<file path="config.mk">
export PLATFORM = sky130hd
export DESIGN_NAME = skip_xor_exec
export DESIGN_NICKNAME = d
export VERILOG_FILES = /design/src/core/skip_xor_pkg.sv /design/src/core/skip_xor_exec.sv /design/src/core/xor_zero_unit.sv
export SDC_FILE = /design/constraint.sdc
export NUM_CORES = 1
export LEC_CHECK = 0
export BUFFER_PORTS_ARGS = -buffer_cell sky130_fd_sc_hd__buf_2
export CORE_MARGIN = 5
export CORE_UTILIZATION = 47
export CTS_BUF_LIST = sky130_fd_sc_hd__clkbuf_2 sky130_fd_sc_hd__clkbuf_4 sky130_fd_sc_hd__clkbuf_8
export CTS_CLUSTER_SIZE = 30
export DETAILED_ROUTE_END_ITERATION = 12
export PLACE_DENSITY_LB_ADDON = 0.12
export SLEW_MARGIN = 20
export SYNTH_ARGS = -nofsm -noshare
export SYNTH_HDL_FRONTEND = slang
export SYNTH_HIERARCHICAL = 1
export SYNTH_SLANG_ARGS = --single-unit
</file>
<file path="constraint.sdc">
create_clock -name clk -period 2.05 [get_ports clk]
set_input_delay 0.3075 -clock clk [delete_from_list [all_inputs] [get_ports clk]]
set_output_delay 0.3075 -clock clk [all_outputs]
set_load 0.02 [all_outputs]
</file>
<file path="src/core/skip_xor_pkg.sv">
// package: operation codes, carriers and constants of the execution block
package skip_xor_pkg;

  localparam int DATA_W    = 8;
  localparam int PROG_W    = 16;
  localparam int PC_W      = 11;
  localparam int PAGE_W    = PC_W - DATA_W;
  localparam int NIB_W     = 4;
  localparam int ZERO_FLAG_POS = 0;
  localparam logic [7:0] WORK_RESET  = 8'h00;
  localparam logic [7:0] TABLE_RESET = 8'h00;
  localparam logic [7:0] FLAG_RESET  = 8'h00;
  localparam logic [PAGE_W-1:0] LAST_PAGE = 3'h7;
  localparam int SKIP_CYCLES   = 2;
  localparam int NOSKIP_CYCLES = 1;

  typedef enum logic [3:0] {
    op_none,
    nibble_swap_to_working,
    skip_if_mem_null,
    copy_skip_if_null,
    skip_if_bit_null,
    table_read_current_page,
    table_read_last_page,
    exor_to_working,
    exor_to_memory,
    exor_immediate
  } op_t;

  typedef struct packed {
    logic             valid;
    op_t              op;
    logic [7:0]       mem_addr;
    logic [2:0]       bit_sel;
    logic [7:0]       immediate;
  } instr_t;

  typedef struct packed {
    logic             write;
    logic [7:0]       addr;
    logic [7:0]       data;
  } mem_write_t;

endpackage

</file>
<file path="src/core/skip_xor_exec.sv">
// execution of skip, table read, exclusive-or and nibble swap operations
//
// Our own choices: the register addresses and the plain strobed port.
`timescale 1ns/1ps
module skip_xor_exec
(
  input  wire logic                   clk,
  input  wire logic                   reset_n,
  input  wire skip_xor_pkg::instr_t   instr,
  input  wire logic [7:0]             mem_rdata,
  input  wire logic [skip_xor_pkg::PC_W-1:0] pc,
  input  wire logic [7:0]             table_pointer,
  input  wire logic [15:0]            prog_rdata,
  input  wire logic                   flag_write_en,
  input  wire logic [7:0]             flag_write_data,
  output logic [7:0]                  mem_raddr,
  output logic [skip_xor_pkg::PC_W-1:0] prog_addr,
  output logic                        prog_rd,
  output skip_xor_pkg::mem_write_t    mem_wr,
  output logic [7:0]                  working_register,
  output logic [7:0]                  table_high_latch,
  output logic [7:0]                  status_flags,
  output logic                        discard_prefetch,
  output logic                        busy
);
  import skip_xor_pkg::*;

  // ----------------------------------------
  // state
  // ----------------------------------------
  typedef enum logic [1:0] {idle, table_wait, dummy} state_t;
  state_t state;

  instr_t held;
  logic [7:0] xor_left_right;
  logic       xor_zero;
  logic [7:0] xor_right;
  logic       mem_zero;
  logic       bit_zero;
  logic       take_skip;
  logic       start;

  // ----------------------------------------
  // decode
  // ----------------------------------------
  assign start     = instr.valid && (state == idle);
  assign mem_raddr = instr.mem_addr;
  assign mem_zero  = (mem_rdata == 8'h00);
  assign bit_zero  = ~mem_rdata[instr.bit_sel];

  always_comb
  begin
    take_skip = 1'b0;
    if (start)
    begin
      case (instr.op)
        skip_if_mem_null:  take_skip = mem_zero;
        copy_skip_if_null: take_skip = mem_zero;
        skip_if_bit_null:  take_skip = bit_zero;
        default:           take_skip = 1'b0;
      endcase
    end
  end

  // immediate form uses the instruction byte, the others the memory byte
  assign xor_right = (instr.op == exor_immediate) ? instr.immediate : mem_rdata;

  xor_zero_unit u_xor
  (
    .left    (working_register),
    .right   (xor_right),
    .result  (xor_left_right),
    .is_zero (xor_zero)
  );

  // ----------------------------------------
  // table address
  // ----------------------------------------
  always_comb
  begin
    prog_rd   = 1'b0;
    prog_addr = {pc[PC_W-1:DATA_W], table_pointer};
    if (start && instr.op == table_read_current_page)
    begin
      prog_rd   = 1'b1;
      prog_addr = {pc[PC_W-1:DATA_W], table_pointer};
    end
    else if (start && instr.op == table_read_last_page)
    begin
      prog_rd   = 1'b1;
      prog_addr = {LAST_PAGE, table_pointer};
    end
  end

  // ----------------------------------------
  // sequencing
  // ----------------------------------------
  // the dummy cycle stalls fetch; the prefetched word is dropped, not re-read
  logic   table_op;
  state_t next_state;

  assign table_op = start && (instr.op == table_read_current_page ||
                              instr.op == table_read_last_page);

  always_comb
  begin
    next_state = state;
    case (state)
      idle:
      begin
        if (take_skip)
        begin
          next_state = dummy;
        end
        else if (table_op)
        begin
          // program memory answers one cycle after the request
          next_state = table_wait;
        end
      end
      table_wait:
      begin
        next_state = idle;
      end
      dummy:
      begin
        next_state = idle;
      end
      default:
      begin
        next_state = idle;
      end
    endcase
  end

  always_ff @(posedge clk or negedge reset_n)
  begin
    if (!reset_n)
      state <= idle;
    else
      state <= next_state;
  end

  always_ff @(posedge clk or negedge reset_n)
  begin
    if (!reset_n)
      held <= '0;
    else if (start)
      held <= instr;
  end

  assign discard_prefetch = take_skip;
  assign busy             = (state != idle);

  // ----------------------------------------
  // nibble swap
  // ----------------------------------------
  // one wire per bit; the memory byte is only read, never written back
  logic [7:0] swapped;

  genvar g;
  generate
    for (g = 0; g < DATA_W; g++)
    begin : g_swap
      assign swapped[g] = mem_rdata[(g + NIB_W) % DATA_W];
    end
  endgenerate

  // ----------------------------------------
  // working register
  // ----------------------------------------
  logic [7:0] next_working_register;

  always_comb
  begin
    next_working_register = working_register;
    if (start)
    begin
      case (instr.op)
        nibble_swap_to_working:
        begin
          next_working_register = swapped;
        end
        copy_skip_if_null:
        begin
          // loaded whether or not the skip is taken
          next_working_register = mem_rdata;
        end
        exor_to_working:
        begin
          next_working_register = xor_left_right;
        end
        exor_immediate:
        begin
          next_working_register = xor_left_right;
        end
        default:
        begin
          next_working_register = working_register;
        end
      endcase
    end
  end

  always_ff @(posedge clk or negedge reset_n)
  begin
    if (!reset_n)
      working_register <= WORK_RESET;
    else
      working_register <= next_working_register;
  end

  // ----------------------------------------
  // flags
  // ----------------------------------------
  logic       xor_op;
  logic [7:0] next_status_flags;

  assign xor_op = start && (instr.op == exor_to_working ||
                            instr.op == exor_to_memory ||
                            instr.op == exor_immediate);

  // core writes of the status byte lose bit 0 against a same-cycle zero update
  always_comb
  begin
    next_status_flags = status_flags;
    if (flag_write_en)
    begin
      next_status_flags = flag_write_data;
    end
    if (xor_op)
    begin
      next_status_flags[ZERO_FLAG_POS] = xor_zero;
    end
  end

  always_ff @(posedge clk or negedge reset_n)
  begin
    if (!reset_n)
      status_flags <= FLAG_RESET;
    else
      status_flags <= next_status_flags;
  end

  // ----------------------------------------
  // memory write
  // ----------------------------------------
  mem_write_t next_mem_wr;

  always_comb
  begin
    next_mem_wr       = mem_wr;
    next_mem_wr.write = 1'b0;
    if (start && instr.op == exor_to_memory)
    begin
      next_mem_wr.write = 1'b1;
      next_mem_wr.addr  = instr.mem_addr;
      next_mem_wr.data  = xor_left_right;
    end
    else if (state == table_wait)
    begin
      // only the low half of the word lands in data memory
      next_mem_wr.write = 1'b1;
      next_mem_wr.addr  = held.mem_addr;
      next_mem_wr.data  = prog_rdata[7:0];
    end
  end

  always_ff @(posedge clk or negedge reset_n)
  begin
    if (!reset_n)
      mem_wr <= '0;
    else
      mem_wr <= next_mem_wr;
  end

  // ----------------------------------------
  // table latch
  // ----------------------------------------
  logic [7:0] next_table_high_latch;

  always_comb
  begin
    next_table_high_latch = table_high_latch;
    if (state == table_wait)
    begin
      next_table_high_latch = prog_rdata[15:8];
    end
  end

  always_ff @(posedge clk or negedge reset_n)
  begin
    if (!reset_n)
      table_high_latch <= TABLE_RESET;
    else
      table_high_latch <= next_table_high_latch;
  end

endmodule

</file>
<file path="src/core/xor_zero_unit.sv">
// xor unit: bitwise result and zero test
`timescale 1ns/1ps
module xor_zero_unit
  import skip_xor_pkg::*;
(
  input  wire logic [7:0] left,
  input  wire logic [7:0] right,
  output logic      [7:0] result,
  output logic            is_zero
);
  assign result  = left ^ right;
  assign is_zero = (result == 8'h00);
endmodule

</file>
==> impl_metrics.csv <==
group,metric,value,unit
yosys,synth_ff_type,"dfrtp_1",
clocking,cts_sinks,51,
setup_path,arrival,1.70,ns
pwr,p_total,3.07,mW
drt,num_vias,2478,
die,coreArea,0.00582,mm2
clocking,clock_latency,0.30,ns
yosys,synth_edf_count,0,
sta,fin_hold_ws,0.110,ns
yosys,ys_ff_latch,51,
drt,ant_nets,0,
placement,place_area,0.00343,mm2
job,cap_violations,0,
drt,drt-total-wl,7520,um
grt,grt_pass1_vias,2445,
setup_path,reg2regPathDepth,5,
grt,grt.total_usage,20.1,%
grt,grt_max_degree,52,
final_layout,fin_nets,464,
yosys,ys_async_sr_fraction,100,%
setup_path,r2r_slack,0.35,ns
setup_path,startpoint,"mem_rdata[7]",
die,die_area,0.00754,mm2
die,initial_utilization,47.7,%
die,die_y,86.9,um
drt,drt_first_iter_violations,83,
placement,place_ws,-0.0329,ns
setup_path,cp-end-kind,"primary output",
sta,maxSlewViolCount,0,
placement,io_buffer_count,116,
yosys,syn_nets,351,
sta,fin_crit_sh,97.8,%
die,rows,28,
final_layout,fin_area,0.00357,mm2
drt,drc,0,
setup_path,worstPathRequired,1.74,ns
drt,viasPerCell,5.36,
final_layout,fin_util,61.4,%
sta,fmax,0.499,GHz
worst_hold_path,hp-class,"input port to asynchronous set/reset pin",
final_layout,synthToLayoutAreaGrowth,28.6,%
sta,clock-skew-final,0.00399,ns
clocking,cts_tree,"done",
setup_path,slowest_stage,"mux4_2",
placement,dpl.hpwl,5710,um
clocking,hold_buffers,0,
clocking,htreeDepth,2,
setup_path,cp-start-kind,"input port",
pwr,pwr_density_cell,860,mW/mm2
drt,wl_per_cell,16.3,um
sta,worst_slack,0.0448,ns
yosys,syn_area,0.00278,mm2
setup_path,r2r-start,"state[1]",
sta,hold_violations,0,
sta,maxSlewHeadroom,57.4,%
setup_path,worst-path-max-fanout,5,
yosys,syn_inst,273,
clocking,cts_buffers,5,
clocking,clockRootBuffer,"clkbuf_8",
yosys,synth-seq-area-share,46.0,%
sta,setup_viol_count_final,0,
setup_path,worstPathCellList,"buf_2, mux4_2, mux2_4, o41ai_4, buf_4",
setup_path,worstSetupPathType,"input port to primary output",
final_layout,antenna_cells,0,
drt,dr.pass1.iters,4,
pwr,p_leak,1.83,nW
yosys,syn_area_per_cell,10.2,um2
die,dieWidth,86.9,um
run_status,status,"finished, final reports clean",
sta,tightestPinTransition,0.639,ns
yosys,ys_types,39,
clocking,clockBufferDepth,2,
pwr,peakVddDrop,0.389,mV
grt,grt-ovfl-total,0,
placement,place_congestion,0.792,
die,ioPinCount,141,
sta,rsz0062_at_grt,"yes",
setup_path,r2r_end,"working_register[7]",
setup_path,max_stage_delay,0.48,ns
sta,layout_min_cycle_time,2.01,ns
grt,grt_pass1_wl,12000,um
final_layout,drive_above_1_share,46.5,%
grt,antenna_found_initial,0,
clocking,clkTransAtPathRegs,0.09,ns
yosys,ys_warn_count,6,
placed cells by master (no fill, tap or decap), types with 3 or more instances in the layout:
cell type,instances
mux2_2,17
o21ai_0,21
buf_4,27
mux2i_1,12
buf_2,114
clkbuf_8,7
nand3_1,12
a32oi_1,8
dfrtp_1,50
xor2_1,8
and2_1,6
nor4_1,3
a221o_1,4
a31oi_1,16
nand2_1,48
or2_2,4
how the worst max path moves through the flow:
stage / end
finish: discard_prefetch
detailed placement: discard_prefetch
global route: discard_prefetch
floorplan: status_flags[0]
CTS: discard_prefetch
global placement: discard_prefetch
power breakdown:
group	switching, mW	internal [mW]
Combinational	0.637	0.452
Sequential	0.131	1.22
Clock	0.324	0.307
Total	1.09	1.98
cells by family (layout without fill, tap and decap cells):
logic type,count (synthesis),after routing,share of synthesized area (%)
xor gates and xnor gates,9,9,2.84
muxes,33,33,14.0
and+or+nand+nor,91,91,17.3
buffers and inverters,37,151,7.71
AOI/OAI and AO/OA,52,52,12.2
DFF,51,51,46.0
synthesized netlist by cell type (7+ instances only):
| cell | number | share of area, % |
|---|---|---|
| a31oi_1 | 16 | 3.6 |
| a32oi_1 | 8 | 2.5 |
| buf_2 | 10 | 1.8 |
| buf_4 | 16 | 4.3 |
| clkbuf_1 | 7 | 0.95 |
| dfrtp_1 | 51 | 46 |
| mux2_2 | 18 | 7.3 |
| mux2i_1 | 12 | 4.3 |
| nand2_1 | 48 | 6.5 |
| nand3_1 | 12 | 2.2 |
| o21ai_0 | 21 | 3.8 |
| xor2_1 | 8 | 2.5 |
through the flow:
| step | setup TNS (ns) | instances |
|---|---|---|
| floorplan | 0 | 273 |
| global placement | 0 | 452 |
| global route | -0.00925 | 462 |
| detailed placement | -0.0329 | 452 |
| finish | 0 | 462 |
| CTS | 0 | 461 |
area by class of cell:
cell class | instances | area, um2
Inverter | 1 | 3.75
Clock inverter | 1 | 7.51
Fill cell | 527 | 2250
Sequential cell | 51 | 1280
Multi-Input combinational cell | 185 | 1310
Clock buffer | 7 | 96.3
Tap cell | 75 | 93.8
Timing Repair Buffer | 142 | 785
state kept, by name, summed over array words and instances (netlist names):
signal and count:
held 8, state 2, status_flags 8, table_high_latch 8
mem_wr 17, working_register 8
metal layers:
layer,up-vias,GRT usage [%],part of all wire [%]
li1,1191,-,-
met1,1169,27.5,42
met2,109,32.9,47
met3,9,3.88,9.3
met4,0,4.67,1.1
met5,-,0,0
repair_timing:
| item | CTS | global route |
|---|---|---|
| resized for setup | 7 | 1 |
| pin swaps | 1 | 2 |
| endpoints found under the setup margin | 1 | 1 |
| setup buffers | 1 | 1 |
critical path, delay by kind of cell:
kind / cells / cell delay, ns
AO/OA/AOI/OAI: 1 / 0.29
buffers and inverters: 2 / 0.32
multiplexers: 2 / 0.78
No activity file was read; power rests on OpenSTA's default activity.
